[config.mk]
export PLATFORM = sky130hd
export DESIGN_NAME = gpa_ports
export DESIGN_NICKNAME = d
export VERILOG_FILES = /design/src/gpa_pkg.sv /design/src/gpa_ports.sv
export SDC_FILE = /design/constraint.sdc
export NUM_CORES = 1
export LEC_CHECK = 0
export ABC_AREA = 1
export BUFFER_PORTS_ARGS = -buffer_cell sky130_fd_sc_hd__buf_4
export CAP_MARGIN = 25
export CORE_AREA = 8 8 122 124
export DETAILED_ROUTE_END_ITERATION = 10
export DIE_AREA = 0 0 130 132
export HOLD_SLACK_MARGIN = 0.15
export SYNTH_ARGS = -nofsm -noshare
export SYNTH_HDL_FRONTEND = slang
export SYNTH_SLANG_ARGS = --single-unit
export TNS_END_PERCENT = 30
[constraint.sdc]
create_clock -name ref_clk -period 1.9 [get_ports ref_clk]
set_input_delay 0.19 -clock ref_clk [delete_from_list [all_inputs] [get_ports ref_clk]]
set_output_delay 0.19 -clock ref_clk [all_outputs]
set_load 0.05 [all_outputs]
[src/gpa_pkg.sv]
package gpa_pkg;

  // register indices; byte address is four times the index
  localparam logic [7:0] IDX_FIRST_DATA = 8'h05;
  localparam logic [7:0] IDX_SECOND_DATA = 8'h06;
  localparam logic [7:0] IDX_THIRD_DATA = 8'h07;
  localparam logic [7:0] IDX_INT_CTRL = 8'h0B;
  localparam logic [7:0] IDX_OPTIONS = 8'h81;
  localparam logic [7:0] IDX_FIRST_DIR = 8'h85;
  localparam logic [7:0] IDX_SECOND_DIR = 8'h86;
  localparam logic [7:0] IDX_THIRD_DIR = 8'h87;
  localparam logic [7:0] IDX_ANALOG_CFG = 8'h9F;

  // reset values
  localparam logic [7:0] RST_OPTIONS = 8'hFF;
  localparam logic [5:0] RST_FIRST_DIR = 6'h3F;
  localparam logic [7:0] RST_SECOND_DIR = 8'hFF;
  localparam logic [5:0] RST_THIRD_DIR = 6'h3F;
  localparam logic [2:0] RST_ANALOG_CFG = 3'h0;

  // field positions
  localparam int OPT_PULLUP_DIS_N = 7;
  localparam int INT_PORT_CHANGE = 0;
  localparam int FIRST_TIMER_CLK = 4;
  localparam int FIRST_SLAVE_SEL = 5;
  localparam int SECOND_EXT_INT = 0;
  localparam int SECOND_PROG_CLK = 6;
  localparam int SECOND_PROG_DATA = 7;
  localparam int CHG_LO = 4;

  // analog pin select codes and the first-port pins they make analog
  localparam logic [2:0] ACFG_ALL = 3'h0;
  localparam logic [2:0] ACFG_LOW4 = 3'h1;
  localparam logic [2:0] ACFG_LOW2 = 3'h2;
  localparam logic [5:0] AMASK_ALL = 6'h2F;
  localparam logic [5:0] AMASK_LOW4 = 6'h0F;
  localparam logic [5:0] AMASK_LOW2 = 6'h03;
  localparam logic [5:0] AMASK_NONE = 6'h00;

  typedef struct packed {
    logic [7:0] out;
    logic [7:0] oe;
  } gpa_drive_type;

endpackage

[src/gpa_ports.sv]
`timescale 1ns/100ps
// Function
// - second port has eight bidirectional latched pins
// - second direction bit one means input, resets ones
// - clearing option bit seven enables pull-ups on all second input pins
// - output-configured second pins never get pull-up
// - pull-ups off after reset, options reset ones
// - only upper four input pins detect change
// - compare pins against copy from last access
// - ORed mismatches set port change flag bit0
// - pending port change flag wakes sleeping device
// - any second port access refreshes comparison copy
// - mismatch keeps setting flag; read then clear
// - second bit zero feeds external interrupt input
// - second bits six, seven give programming lines
// - first bit four is timer clock, open-drain
// - first bit five gives serial slave select
// - first port six bits, upper read zero
// - analog pin config resets to zero always
// - analog variant first reads zero except bit4
// - third port six pins, own direction bits
// - enabled peripherals override third direction bits
// - data read returns pins, write loads latch
// - first direction bit one means high impedance
module gpa_ports #(
  parameter int ADDR_W = 10,
  parameter bit ANALOG_VARIANT = 1'b1
) (
  input wire logic ref_clk,
  input wire logic rst_b,
  input wire logic [ADDR_W-1:0] avs_address,
  input wire logic avs_read,
  input wire logic avs_write,
  input wire logic [31:0] avs_writedata,
  output logic [31:0] avs_readdata,
  output logic avs_waitrequest,
  input wire logic [5:0] first_port_in,
  input wire logic [7:0] second_port_in,
  input wire logic [5:0] third_port_in,
  output gpa_pkg::gpa_drive_type first_port_drive,
  output gpa_pkg::gpa_drive_type second_port_drive,
  output gpa_pkg::gpa_drive_type third_port_drive,
  output logic [7:0] second_port_pullup,
  input wire logic [5:0] periph_dir_ovr_en,
  input wire logic [5:0] periph_dir_ovr_val,
  output logic port_change_wake,
  output logic ext_interrupt,
  output logic prog_clock,
  output logic prog_data,
  output logic timer_clock,
  output logic slave_select_b
);

  if (ADDR_W < 10) begin : g_chk
    $error("gpa_ports: ADDR_W must be at least 10");
  end

  ////////////////////////////////////////////////////////////////////////////
  // register state

  logic [5:0] first_latch_q;
  logic [7:0] second_latch_q;
  logic [5:0] third_latch_q;
  logic [5:0] first_dir_q;
  logic [7:0] second_dir_q;
  logic [5:0] third_dir_q;
  logic [7:0] options_q;
  logic [2:0] analog_cfg_q;
  logic port_change_flag_q;
  logic [3:0] change_copy_q;
  logic [7:0] idx;
  logic commit;
  logic wr_commit;
  logic [3:0] mismatch;
  logic [5:0] analog_mask;
  logic [5:0] third_dir_eff;

  function automatic logic [5:0] analog_pins(input logic [2:0] cfg);
    unique case (cfg)
      gpa_pkg::ACFG_ALL: analog_pins = gpa_pkg::AMASK_ALL;
      gpa_pkg::ACFG_LOW4: analog_pins = gpa_pkg::AMASK_LOW4;
      gpa_pkg::ACFG_LOW2: analog_pins = gpa_pkg::AMASK_LOW2;
      default: analog_pins = gpa_pkg::AMASK_NONE;
    endcase
  endfunction

  assign idx = avs_address[9:2];
  // an access takes effect only at the edge where waitrequest is seen low
  assign commit = (avs_read | avs_write) & ~avs_waitrequest;
  assign wr_commit = avs_write & ~avs_waitrequest;
  assign analog_mask = ANALOG_VARIANT ? analog_pins(analog_cfg_q) : gpa_pkg::AMASK_NONE;
  // input-only pins in the upper nibble take part
  assign mismatch = (second_port_in[7:4] ^ change_copy_q) & second_dir_q[7:4];
  assign third_dir_eff = (third_dir_q & ~periph_dir_ovr_en)
                       | (periph_dir_ovr_val & periph_dir_ovr_en);

  ////////////////////////////////////////////////////////////////////////////
  // avalon slave: one wait cycle, then the answer

  always_ff @(posedge ref_clk or negedge rst_b) begin
    if (!rst_b) begin
      avs_waitrequest <= 1'b1;
    end else if ((avs_read | avs_write) & avs_waitrequest) begin
      avs_waitrequest <= 1'b0;
    end else begin
      avs_waitrequest <= 1'b1;
    end
  end

  // read data is sampled in the wait cycle and held through the answer edge
  always_ff @(posedge ref_clk or negedge rst_b) begin
    if (!rst_b) begin
      avs_readdata <= 32'h0000_0000;
    end else if (avs_read & avs_waitrequest) begin
      avs_readdata <= 32'h0000_0000;
      unique case (idx)
        gpa_pkg::IDX_FIRST_DATA: avs_readdata[5:0] <= first_port_in & ~analog_mask;
        gpa_pkg::IDX_SECOND_DATA: avs_readdata[7:0] <= second_port_in;
        gpa_pkg::IDX_THIRD_DATA: avs_readdata[5:0] <= third_port_in;
        gpa_pkg::IDX_INT_CTRL: avs_readdata[gpa_pkg::INT_PORT_CHANGE] <= port_change_flag_q;
        gpa_pkg::IDX_OPTIONS: avs_readdata[7:0] <= options_q;
        gpa_pkg::IDX_FIRST_DIR: avs_readdata[5:0] <= first_dir_q;
        gpa_pkg::IDX_SECOND_DIR: avs_readdata[7:0] <= second_dir_q;
        gpa_pkg::IDX_THIRD_DIR: avs_readdata[5:0] <= third_dir_eff;
        gpa_pkg::IDX_ANALOG_CFG: avs_readdata[2:0] <= ANALOG_VARIANT ? analog_cfg_q : 3'h0;
        default: avs_readdata <= 32'h0000_0000;
      endcase
    end
  end

  ////////////////////////////////////////////////////////////////////////////
  // output latches

  // a full-byte write leaves nothing to merge, so it equals read-modify-write
  always_ff @(posedge ref_clk or negedge rst_b) begin
    if (!rst_b) begin
      first_latch_q <= 6'h00;
      second_latch_q <= 8'h00;
      third_latch_q <= 6'h00;
    end else if (wr_commit) begin
      if (idx == gpa_pkg::IDX_FIRST_DATA) begin
        first_latch_q <= avs_writedata[5:0];
      end
      if (idx == gpa_pkg::IDX_SECOND_DATA) begin
        second_latch_q <= avs_writedata[7:0];
      end
      if (idx == gpa_pkg::IDX_THIRD_DATA) begin
        third_latch_q <= avs_writedata[5:0];
      end
    end
  end

  ////////////////////////////////////////////////////////////////////////////
  // direction, options and analog config

  always_ff @(posedge ref_clk or negedge rst_b) begin
    if (!rst_b) begin
      first_dir_q <= gpa_pkg::RST_FIRST_DIR;
      second_dir_q <= gpa_pkg::RST_SECOND_DIR;
      third_dir_q <= gpa_pkg::RST_THIRD_DIR;
    end else if (wr_commit) begin
      if (idx == gpa_pkg::IDX_FIRST_DIR) begin
        first_dir_q <= avs_writedata[5:0];
      end
      if (idx == gpa_pkg::IDX_SECOND_DIR) begin
        second_dir_q <= avs_writedata[7:0];
      end
      if (idx == gpa_pkg::IDX_THIRD_DIR) begin
        third_dir_q <= avs_writedata[5:0];
      end
    end
  end

  always_ff @(posedge ref_clk or negedge rst_b) begin
    if (!rst_b) begin
      options_q <= gpa_pkg::RST_OPTIONS;
      analog_cfg_q <= gpa_pkg::RST_ANALOG_CFG;
    end else if (wr_commit) begin
      if (idx == gpa_pkg::IDX_OPTIONS) begin
        options_q <= avs_writedata[7:0];
      end
      if (idx == gpa_pkg::IDX_ANALOG_CFG) begin
        analog_cfg_q <= avs_writedata[2:0];
      end
    end
  end

  ////////////////////////////////////////////////////////////////////////////
  // change detection

  // reads and writes alike refresh the copy, so polling ends a mismatch but a set flag stays
  always_ff @(posedge ref_clk or negedge rst_b) begin
    if (!rst_b) begin
      change_copy_q <= 4'h0;
    end else if (commit && idx == gpa_pkg::IDX_SECOND_DATA) begin
      // a read keeps what software saw, so a change inside the wait cycle still flags
      if (avs_read) begin
        change_copy_q <= avs_readdata[7:gpa_pkg::CHG_LO];
      end else begin
        change_copy_q <= second_port_in[7:gpa_pkg::CHG_LO];
      end
    end
  end

  // set wins over a software clear in the same cycle
  always_ff @(posedge ref_clk or negedge rst_b) begin
    if (!rst_b) begin
      port_change_flag_q <= 1'b0;
    end else if (|mismatch) begin
      port_change_flag_q <= 1'b1;
    end else if (wr_commit && idx == gpa_pkg::IDX_INT_CTRL
                 && !avs_writedata[gpa_pkg::INT_PORT_CHANGE]) begin
      port_change_flag_q <= 1'b0;
    end
  end

  ////////////////////////////////////////////////////////////////////////////
  // pin drivers, all from flops

  always_ff @(posedge ref_clk or negedge rst_b) begin
    if (!rst_b) begin
      first_port_drive <= '0;
      second_port_drive <= '0;
      third_port_drive <= '0;
    end else begin
      first_port_drive.out <= {2'h0, first_latch_q};
      first_port_drive.oe <= {2'h0, ~first_dir_q};
      // open-drain: drive low only when the latch holds zero
      first_port_drive.out[gpa_pkg::FIRST_TIMER_CLK] <= 1'b0;
      first_port_drive.oe[gpa_pkg::FIRST_TIMER_CLK] <=
        ~first_dir_q[gpa_pkg::FIRST_TIMER_CLK] & ~first_latch_q[gpa_pkg::FIRST_TIMER_CLK];
      second_port_drive.out <= second_latch_q;
      second_port_drive.oe <= ~second_dir_q;
      third_port_drive.out <= {2'h0, third_latch_q};
      third_port_drive.oe <= {2'h0, ~third_dir_eff};
    end
  end

  // pull-ups only on inputs, and only while the control bit is clear
  always_ff @(posedge ref_clk or negedge rst_b) begin
    if (!rst_b) begin
      second_port_pullup <= 8'h00;
    end else begin
      second_port_pullup <= options_q[gpa_pkg::OPT_PULLUP_DIS_N] ? 8'h00 : second_dir_q;
    end
  end

  ////////////////////////////////////////////////////////////////////////////
  // alternate functions; thresholds are pad matters, logic sees levels

  always_ff @(posedge ref_clk or negedge rst_b) begin
    if (!rst_b) begin
      port_change_wake <= 1'b0;
      ext_interrupt <= 1'b0;
      prog_clock <= 1'b0;
      prog_data <= 1'b0;
      timer_clock <= 1'b0;
      slave_select_b <= 1'b1;
    end else begin
      port_change_wake <= port_change_flag_q;
      ext_interrupt <= second_port_in[gpa_pkg::SECOND_EXT_INT];
      prog_clock <= second_port_in[gpa_pkg::SECOND_PROG_CLK];
      prog_data <= second_port_in[gpa_pkg::SECOND_PROG_DATA];
      timer_clock <= first_port_in[gpa_pkg::FIRST_TIMER_CLK];
      slave_select_b <= first_port_in[gpa_pkg::FIRST_SLAVE_SEL];
    end
  end

  ////////////////////////////////////////////////////////////////////////////
  // checks

  second_hiz_a: assert property (@(posedge ref_clk) disable iff (!rst_b)
    ##1 ((second_port_drive.oe & $past(second_dir_q)) == 8'h00))
    else $error("second port drives an input pin");

  pullup_off_a: assert property (@(posedge ref_clk) disable iff (!rst_b)
    ##1 ((second_port_pullup & ~$past(second_dir_q)) == 8'h00))
    else $error("pull-up on an output pin");

  pullup_on_a: assert property (@(posedge ref_clk) disable iff (!rst_b)
    !options_q[gpa_pkg::OPT_PULLUP_DIS_N] |=> second_port_pullup == $past(second_dir_q))
    else $error("pull-ups not enabled");

  change_set_a: assert property (@(posedge ref_clk) disable iff (!rst_b)
    (|mismatch) |=> port_change_flag_q ##1 port_change_wake)
    else $error("mismatch did not set flag and wake");

  outputs_excluded_a: assert property (@(posedge ref_clk) disable iff (!rst_b)
    (second_dir_q[7:4] == 4'h0 && !port_change_flag_q) |=> !port_change_flag_q)
    else $error("output pins raised the change flag");

  copy_refresh_a: assert property (@(posedge ref_clk) disable iff (!rst_b)
    (commit && avs_write && idx == gpa_pkg::IDX_SECOND_DATA)
    |=> change_copy_q == $past(second_port_in[7:gpa_pkg::CHG_LO]))
    else $error("comparison copy not refreshed");

  flag_hold_a: assert property (@(posedge ref_clk) disable iff (!rst_b)
    (port_change_flag_q && !(wr_commit && idx == gpa_pkg::IDX_INT_CTRL)) |=> port_change_flag_q)
    else $error("change flag dropped without a clear");

  open_drain_a: assert property (@(posedge ref_clk) disable iff (!rst_b)
    first_port_drive.out[gpa_pkg::FIRST_TIMER_CLK] == 1'b0)
    else $error("timer clock pin drives high");

  first_upper_a: assert property (@(posedge ref_clk) disable iff (!rst_b)
    (avs_read && !avs_waitrequest && $past(idx) == gpa_pkg::IDX_FIRST_DATA)
    |-> avs_readdata[31:6] == 26'h0)
    else $error("first port upper bits not zero");

  override_dir_a: assert property (@(posedge ref_clk) disable iff (!rst_b)
    $past(rst_b) |-> ((third_port_drive.oe[5:0] & $past(periph_dir_ovr_en))
         == (~$past(periph_dir_ovr_val) & $past(periph_dir_ovr_en))))
    else $error("peripheral direction override ignored");

  bus_answer_a: assert property (@(posedge ref_clk) disable iff (!rst_b)
    ((avs_read || avs_write) && avs_waitrequest) |-> ##[1:2] !avs_waitrequest)
    else $error("bus request not answered");

  bus_stand_a: assert property (@(posedge ref_clk) disable iff (!rst_b)
    !avs_waitrequest |=> avs_waitrequest)
    else $error("waitrequest low for more than one cycle");

  // $past(rst_b) skips the edge where the flops still sat in reset
  copy_read_a: assert property (@(posedge ref_clk) disable iff (!rst_b)
    (commit && avs_read && idx == gpa_pkg::IDX_SECOND_DATA)
    |=> change_copy_q == $past(avs_readdata[7:gpa_pkg::CHG_LO]))
    else $error("copy differs from the value read");

  flag_clear_a: assert property (@(posedge ref_clk) disable iff (!rst_b)
    (wr_commit && idx == gpa_pkg::IDX_INT_CTRL && !avs_writedata[gpa_pkg::INT_PORT_CHANGE]
     && !(|mismatch)) |=> !port_change_flag_q)
    else $error("change flag not cleared");

  wake_follow_a: assert property (@(posedge ref_clk) disable iff (!rst_b)
    $past(rst_b) |-> port_change_wake == $past(port_change_flag_q))
    else $error("wake does not follow the change flag");

  ext_pin_a: assert property (@(posedge ref_clk) disable iff (!rst_b)
    $past(rst_b) |-> ext_interrupt == $past(second_port_in[gpa_pkg::SECOND_EXT_INT]))
    else $error("external interrupt input not passed on");

  prog_pins_a: assert property (@(posedge ref_clk) disable iff (!rst_b)
    $past(rst_b) |-> {prog_data, prog_clock}
      == $past(second_port_in[gpa_pkg::SECOND_PROG_DATA:gpa_pkg::SECOND_PROG_CLK]))
    else $error("programming lines not passed on");

  timer_pin_a: assert property (@(posedge ref_clk) disable iff (!rst_b)
    $past(rst_b) |-> timer_clock == $past(first_port_in[gpa_pkg::FIRST_TIMER_CLK]))
    else $error("timer clock input not passed on");

  slave_pin_a: assert property (@(posedge ref_clk) disable iff (!rst_b)
    $past(rst_b) |-> slave_select_b == $past(first_port_in[gpa_pkg::FIRST_SLAVE_SEL]))
    else $error("slave select input not passed on");

  first_hiz_a: assert property (@(posedge ref_clk) disable iff (!rst_b)
    $past(rst_b) |-> (first_port_drive.oe[5:0] & $past(first_dir_q)) == 6'h00)
    else $error("first port drives an input pin");

  second_out_a: assert property (@(posedge ref_clk) disable iff (!rst_b)
    $past(rst_b) |-> second_port_drive.out == $past(second_latch_q))
    else $error("second port output differs from latch");

  third_out_a: assert property (@(posedge ref_clk) disable iff (!rst_b)
    $past(rst_b) |-> third_port_drive.out == {2'h0, $past(third_latch_q)})
    else $error("third port output differs from latch");

  pullup_reset_a: assert property (@(posedge ref_clk) disable iff (!rst_b)
    options_q[gpa_pkg::OPT_PULLUP_DIS_N] |=> second_port_pullup == 8'h00)
    else $error("pull-up on while disabled");

  upper_zero_a: assert property (@(posedge ref_clk) disable iff (!rst_b)
    (first_port_drive.oe[7:6] | third_port_drive.oe[7:6]) == 2'h0)
    else $error("unimplemented pin driven");

  analog_read_a: assert property (@(posedge ref_clk) disable iff (!rst_b)
    (avs_read && !avs_waitrequest && $past(idx) == gpa_pkg::IDX_FIRST_DATA
     && $past(analog_mask) == gpa_pkg::AMASK_ALL)
    |-> (avs_readdata[5:0] & gpa_pkg::AMASK_ALL) == 6'h00)
    else $error("analog pin read not zero");

endmodule // gpa_ports

==> reports/metrics.cfg, run 1 <==
[outcome]
status=complete, no violations

[sta]
fmax_ghz=0.622
worst_slack_ns=0.292
setup_viol=0
grt_setup_unrepaired=false
period_needed_ns=1.61
maxSlewViolCount=0
final-hold-violation-count=0
fin_tns_setup_ns=0
max_slew.worst_pin.slew_ns=0.501
fin_worst_skew_ns=0.00684
period_share_pct=84.7
max_slew_margin_pct=66.5

[setup_path]
cp-end-kind=flop
cp_slowest_cell=dlygate4sd3_1
slowest_delay_ns=0.61
crit_chain=inv_1 > o21ai_0 > dlygate4sd3_1 > inv_1
crit_family=buffers and inverters
worst_ep_arrival_time_ns=1.91
crit_top_cell=inv_1
worstSetupStartpointType=flop
path_buf_inv=3
path_max_fanout=2
crit_type=flop to flop
required_ns=2.21

[drt]
wl_per_cell_um=15.1
drc=0
drtAntennaViolNets=0
drtIter0Drc=213
vias=3756
post_drt_via_cell_ratio=4.40
drt-total-wl_um=12900
drtPass1Iterations=4

[die]
die_x_um=130
die-height_um=132
core-area_mm2=0.0130
start_util_pct=38.9
rows=42
io_pins=173
die-area_mm2=0.0172

[pwr]
p_leak_nw=3.28
irDropWorstVdd_uv=677
power_mw=6.75
power.density_mw_per_mm2=994

[cts]
postCtsSetupBuffers=0
cts_tree=yes
cts_buffers=17
cts.sinks=118
cts_resized=0
h-tree-depth=4
clk_pin_slew_ns=0.06
cts.path.max_buffers=2
cts_root_buf=clkbuf_16
clk-insertion-delay-late_ns=0.42

[global_route]
grt_max_degree=44
grt_pass1_wl_um=20800
antenna_found_initial=0
grt_pass1_vias=4034
grt_overflow=0
track_usage_pct=15.9

[yosys]
ys_types=30
synth.avg_cell_area_um2=9.69
synth-edff-count=0
synth-warning-count=0
ys.flop_type=dfrtp_1
netlist_area_mm2=0.00505
ys_async_sr_fraction_pct=100
synth_cells=521
synth.most_common_cell=nand2_1
synth_top_cells_by_count=nand2_1 (121), dfrtp_1 (88), inv_1 (55)
yosys-top-cells-area=dfrtp_1 (44%), dfstp_2 (16%), nand2_1 (9.0%)
ys_seq_elements=118
yosysTopAreaCell=dfrtp_1
synthDominantCellAreaShare_pct=43.6
ys_seq_area_share_pct=59.2

[hold_path]
hp-class=input pin to flop

[placement]
pre_cts_ws_ns=0.317
dp_cells=801
io_buffers=113
hpwl_um=9410
gp_congestion=0.817

[final_layout]
area_growth_pct=34.5
fin_nets=743
stdcell_count=854
antenna_cells=0
drive_above_1_share_pct=32.4
nFillCells=1179

[job]
cap_viol_max_count=0

layout make-up:
| type | instances | area, um^2 | share of cell area (%) |
|---|---|---|---|
| Clock inverter | 15 | 203 | 2.99 |
| Clock buffer | 17 | 425 | 6.27 |
| Timing Repair Buffer | 139 | 1120 | 16.5 |
| Multi-Input combinational cell | 326 | 1590 | 23.4 |
| Inverter | 63 | 238 | 3.50 |
| Sequential cell | 118 | 2990 | 44.0 |
| Tap cell | 176 | 220 | 3.24 |
per-layer routing:
metal  vias up  track usage (%)  wire length [um]
li1       1879                -                 -
met1      1748             19.6              5670
met5         -                0                 0
met3        15             5.26               805
met4         0             6.07               192
met2       114             25.2              6200
registers in the layout, summed over array words and instances (netlist names), 3 cells and up:
signal              count
second_latch_q          8
third_port_drive       12
first_latch_q           6
second_dir_q            8
first_port_drive       11
second_port_pullup      8
first_dir_q             6
options_q               8
second_port_drive      16
third_dir_q             6
avs_readdata            8
analog_cfg_q            3
change_copy_q           4
third_latch_q           6
power breakdown:
group          switching [mW]  total, mW  internal [mW]
clock                    1.18       3.37           2.20
sequential             0.0412       2.65           2.61
combinational           0.519      0.723          0.204
total                    1.74       6.75           5.01
worst register-to-register path: stages (launching register included):
cell           delay, ns
dfstp_2             0.53
inv_1               0.04
o21ai_0             0.29
dlygate4sd3_1       0.61
inv_1               0.04
kinds of logic after synthesis:
logic type             synth area share (%)
AND/OR/NAND/NOR                        18.3
flip-flops                             59.2
buffers and inverters                  11.6
AO/OA/AOI/OAI                          10.6
XOR/XNOR                              0.174
other                                0.0743
cells in the final DEF, fill, tap and decap left out:
cell and instances:
nand2_1 121, buf_4 116, dfrtp_1 88, inv_1 55
o21ai_0 33, o21ai_1 33, conb_1 33, dfstp_2 30
nor2_1 29, nand3_1 28, dlygate4sd3_1 21, clkbuf_16 17
o21ai_2 16, inv_2 5, nand2_4 5, o211ai_1 5
clkinvlp_4 5, nand2_2 4, a21oi_1 4, bufinv_16 4
nor2_4 3, clkinv_2 3, clkinv_1 2, nor2_8 2
nand3_2 2, nor3_1 2, nand4_1 2, inv_6 2
clkinv_4 2, buf_12 2, nor2_2 1, nor3_4 1
a21boi_0 1, xnor2_1 1
through the flow:
| stage | hold WS (ns) | util [%] | instance area [um^2] |
|---|---|---|---|
| 2_1_floorplan | -0.106 | - | 5170 |
| 3_3_place_gp | 0.179 | 45.8 | 5950 |
| 3_5_place_dp | 0.186 | 45.8 | 5950 |
| 4_1_cts | 0.164 | 52.3 | 6790 |
| 5_1_grt | 0.165 | 52.3 | 6790 |
| 6_report | 0.163 | 52.3 | 6790 |
repair_timing:
item | in CTS | in global routing
endpoints found under the hold margin | 62 | 0
hold buffers | 21 | 0
setup endpoints to repair | 0 | 0
path summary, 6_finish.rpt:
check | start | endpoint | slack (ns) | cells after the start
max in group asynchronous | rst_b | slave_select_b | 0.95 | 3
max | third_dir_q[3] | third_port_drive[3] | 0.29 | 4
max reg2reg | third_dir_q[3] | third_port_drive[3] | 0.29 | 4
min | second_port_in[4] | port_change_flag_q | 0.16 | 5
min in group asynchronous | rst_b | first_latch_q[1] | 0.28 | 2
min reg2reg | first_latch_q[0] | first_port_drive[8] | 0.37 | 0
Note: power is estimated with default switching activity, not from simulation.
==> run 2: changes to the inputs <==
==> constraint.sdc (replaced) <==
create_clock -name ref_clk -period 1.6 [get_ports ref_clk]
set_input_delay 0.16 -clock ref_clk [delete_from_list [all_inputs] [get_ports ref_clk]]
set_output_delay 0.16 -clock ref_clk [all_outputs]
set_load 0.05 [all_outputs]
==> run 2 against run 1 <==
Against the previous run: final area is 1.6% higher; non-clock buffer count is 10 higher; wire length is 0.58% higher; via count is 2.6% higher; critical path type unchanged; largest power group unchanged.
==> reports/metrics.cfg, run 2 (synthesis gave the netlist of run 1 again) <==
[outcome]
status=complete, no violations

[pwr]
p_leak_nw=3.35
p_int_mw=6.23
comb_power_share_pct=10.7
power_mw=8.18
irDropWorstVdd_uv=614
power.density_mw_per_mm2=1190
swShare_pct=23.9
pwr-share-seq_pct=38.4
pwr-share-clk_pct=50.8
p_sw_mw=1.95

[setup_path]
path_max_fanout=2
worst_ep_arrival_time_ns=1.84
cp-end-kind=flop
required_ns=1.90
worstSetupStartpointType=flop
crit_type=flop to flop

[placement]
hpwl_um=9510
pre_cts_ws_ns=0.117
placed_cell_area_mm2=0.00599
dp_cells=806
io_buffers=113
gp_congestion=0.826

[drt]
drt-total-wl_um=12900
drc=0
wl_per_cell_um=15.0
vias=3855
drtIter0Drc=256
post_drt_via_cell_ratio=4.47
drtPass1Iterations=4
drtAntennaViolNets=0

[global_route]
grt_overflow=0
grt_pass1_wl_um=21000
antenna_found_initial=0
grt_pass1_vias=4141
track_usage_pct=16.0
grt_max_degree=42

[final_layout]
area_growth_pct=36.7
largestRegisters=second_port_drive: 16 flops, third_port_drive: 12 flops, first_port_drive: 11 flops
stdcell_count=863
largest_register_ffs=16
post-route-util_pct=53.2
antenna_cells=0
fin_nets=753
finalInstanceArea_mm2=0.00690
final_cell_mix=nand2_1 (121), buf_4 (121), dfrtp_1 (88)
drive_above_1_share_pct=32.3
top_register=second_port_drive

[sta]
fin_tns_setup_ns=0
hold_ws_ns=0.151
period_share_pct=95.8
fin_worst_skew_ns=0.00412
fmax_ghz=0.652
maxSlewViolCount=0
worst_slack_ns=0.0669
final-hold-violation-count=0
setup_viol=0
grt_setup_unrepaired=false
period_needed_ns=1.53

[hold_path]
hp-class=input pin to flop

[die]
die-area_mm2=0.0172
start_util_pct=38.9
die-height_um=132
core-area_mm2=0.0130
rows=42
io_pins=173
die_x_um=130

[cts]
cts_tree=yes
cts.path.max_buffers=2
clk_pin_slew_ns=0.05
cts.sinks=118
cts_buffers=17
cts_root_buf=clkbuf_16
h-tree-depth=4
postCtsSetupBuffers=0
clk-insertion-delay-late_ns=0.41

[job]
cap_viol_max_count=0

==> run 2: cell count changes in the layout (fill, tap and decap cells not counted), sizes merged <==
cell,delta
inv,-1
clkinvlp,-5
buf,+5
clkinv,-2
bufinv,+1
clkbuf,+6
dlygate4sd3,+5
==> run 2: layout make-up <==
class,instances,area (um^2)
Fill cell,1203,6080
Sequential cell,118,2990
Multi-Input combinational cell,326,1600
Timing Repair Buffer,149,1210
Clock buffer,23,478
Inverter,63,238
Tap cell,176,220
Clock inverter,8,169
==> run 2: path summary, 6_finish.rpt <==
path / slack [ns] / from / endpoint / cells past startpoint
min: 0.15 / avs_writedata[4] / second_latch_q[4] / 3
max: 0.07 / third_dir_q[4] / third_port_drive[4] / 5
max reg2reg: 0.07 / third_dir_q[4] / third_port_drive[4] / 5
max in group asynchronous: 0.64 / rst_b / second_port_drive[8] / 3
min reg2reg: 0.37 / third_latch_q[4] / third_port_drive[12] / 0
min in group asynchronous: 0.30 / rst_b / first_latch_q[0] / 3
==> run 2: power by group through the flow <==
stage | Sequential, mW | Clock (mW) | Combinational, mW
CTS | 3.15 | 4.25 | 0.884
global placement | 3.19 | 0 | 0.822
floorplan | 3.36 | 0 | 0.396
detailed placement | 3.19 | 0 | 0.830
global route | 3.16 | 4.38 | 0.944
finish | 3.15 | 4.16 | 0.878
==> run 2: metal layers <==
| metal | track usage (%) | wire length [um] | vias to the layer above |
|---|---|---|---|
| li1 | - | - | 1893 |
| met1 | 19.0 | 5350 | 1814 |
| met2 | 26.5 | 6350 | 132 |
| met3 | 4.13 | 978 | 16 |
| met4 | 7.55 | 263 | 0 |
| met5 | 0 | 0 | - |
==> run 2: repair_timing <==
action / CTS / global route
hold buffers: 26 / 0
gates resized for setup: 0 / 4
setup endpoints to repair: 0 / 5
endpoints found under the hold margin: 131 / 0
==> run 2: worst max-delay path: stages, from the launching register on <==
cell and delay (ns):
dfstp_2 0.52, inv_1 0.04, o21ai_1 0.13, buf_4 0.14
dlygate4sd3_1 0.56, inv_1 0.04
==> run 3: changes to the inputs <==
--- a/config.mk
+++ b/config.mk
@@ -12,6 +12,7 @@
 export DETAILED_ROUTE_END_ITERATION = 10
 export DIE_AREA = 0 0 130 132
 export HOLD_SLACK_MARGIN = 0.15
+export REMOVE_ABC_BUFFERS = 1
 export SYNTH_ARGS = -nofsm -noshare
 export SYNTH_HDL_FRONTEND = slang
 export SYNTH_SLANG_ARGS = --single-unit
==> run 3 against run 2 <==
Against the previous run: final area is 0.78% lower; critical path type unchanged; sequential power hardly changed; cell count grew 0.12%; maximum frequency grew 6.5%; worst setup slack gained 0.093 ns; hold slack improved by 0.022 ns; critical endpoint is now third_port_drive[1]; first-iteration DRC count down 28%.
==> reports/metrics.cfg, run 3 (synthesis gave the netlist of run 1 again) <==
[outcome]
status=complete, no violations

[final_layout]
fin_nets=753
area_growth_pct=35.6
regArea_mm2=0.00299
drive_above_1_share_pct=32.6
largestRegisters=second_port_drive: 16 flops, third_port_drive: 12 flops, first_port_drive: 11 flops
antenna_cells=0
nFillCells=1229
multi_input_area_mm2=0.00159
final_cell_mix=buf_4 (124), nand2_1 (121), dfrtp_1 (88)
largest_register_ffs=16
layout_commonest_cell=buf_4
top_register=second_port_drive
finalInstanceArea_mm2=0.00685
stdcell_count=864

[global_route]
grt_pass1_vias=4299
grt_pass1_wl_um=21500
grt_overflow=0
use_met3_pct=4.17
grt_max_degree=41
grt_use_met1_pct=19.8
top_usage_layer=met2
track_usage_pct=16.1
use_met2_pct=26.3
antenna_found_initial=0

[setup_path]
worst_ep_arrival_time_ns=1.73
required_ns=1.89
rr_startpoint=third_dir_q[1]
timing.rr.end=third_port_drive[1]
worstSetupStartpointType=flop
crit_type=flop to flop
path_max_fanout=2
reg2reg_slack_ns=0.16
r2r_cells=4
cp-end-kind=flop

[drt]
drtAntennaViolNets=0
post_drt_via_cell_ratio=4.49
drtIter0Drc=185
vias=3876
drt-total-wl_um=13300
wl_per_cell_um=15.4
drc=0
drtPass1Iterations=4

[cts]
postCtsSetupBuffers=0
cts_root_buf=clkbuf_16
clk_pin_slew_ns=0.06
cts_buffers=17
clk-insertion-delay-late_ns=0.39
cts.path.max_buffers=2
cts.sinks=118
h-tree-depth=4
cts_tree=yes

[sta]
maxSlewViolCount=0
fin_tns_setup_ns=0
worst_slack_ns=0.160
period_share_pct=90.0
setup_viol=0
fin_worst_skew_ns=0.00679
period_needed_ns=1.44
grt_setup_unrepaired=false
final-hold-violation-count=0
fmax_ghz=0.694

[placement]
hpwl_um=9790
io_buffers=113
dp_cells=809
placed_cell_area_mm2=0.00601
gp_congestion=0.858
pre_cts_ws_ns=0.214

[die]
die-height_um=132
die_x_um=130
die-area_mm2=0.0172
rows=42
start_util_pct=38.9
core-area_mm2=0.0130
io_pins=173

[pwr]
power.density_mw_per_mm2=1150
p_leak_nw=3.32
irDropWorstVdd_uv=513

[job]
cap_viol_max_count=0

[hold_path]
hp-class=input pin to async pin

-- run 3: changes by cell type in the layout (fill, tap and decap cells not counted), moves of 2 or more --
cell | before | now
bufinv_16 | 5 | 3
dlygate4sd3_1 | 26 | 23
buf_4 | 121 | 124
clkinvlp_4 | 0 | 2
-- run 3: layer usage --
layer | wire length [um] | share of wire [%] | vias to the layer above
met1 | 5800 | 44 | 1850
met2 | 6630 | 50 | 122
met5 | 0 | 0 | -
met3 | 736 | 5.5 | 10
met4 | 130 | 0.98 | 0
li1 | - | - | 1894
-- run 3: worst max path at each step --
stage,startpoint,endpoint,slack [ns]
CTS,third_dir_q[2],third_port_drive[2],0.05
global route,third_dir_q[3],avs_readdata[3],0.03
global placement,avs_address[6],second_latch_q[2],0.22
finish,third_dir_q[1],third_port_drive[1],0.16
detailed placement,avs_address[6],second_latch_q[2],0.21
floorplan,avs_waitrequest,third_latch_q[0],0.21
-- run 3: area by class of cell --
cell class / count / area share [%]
tap: 176 / 3.22
clock inverter: 8 / 1.81
multi-input combinational: 326 / 23.2
sequential: 118 / 43.7
inverter: 63 / 3.47
clock buffer: 24 / 7.04
timing repair buffer: 149 / 17.5
-- run 3: timing repair --
item                                   4_1_cts  5_1_grt
resized for setup                            0        2
setup endpoints to repair                    0        2
hold buffers                                23        0
endpoints found under the hold margin      120        0
-- run 3: metrics by stage --
stage / utilization (%) / total power [mW] / hold slack, ns
floorplan: - / 3.68 / -0.136
global placement: 46.3 / 4.02 / 0.0488
detailed placement: 46.3 / 4.03 / 0.0522
CTS: 52.7 / 7.92 / 0.155
global route: 52.7 / 8.12 / 0.190
finish: 52.7 / 7.85 / 0.173
-- run 3: worst max-delay path, cell delays in order, from the launching register on --
cell,delay [ns]
dfstp_2,0.52
inv_1,0.03
o21ai_1,0.17
dlygate4sd3_1,0.57
inv_1,0.04
-- run 3: report_power, final --
| part | leakage (nW) | switching [mW] | internal (mW) |
|---|---|---|---|
| combinational | 1.63 | 0.623 | 0.255 |
| sequential | 1.40 | 0.0512 | 3.10 |
| clock | 0.290 | 1.25 | 2.57 |
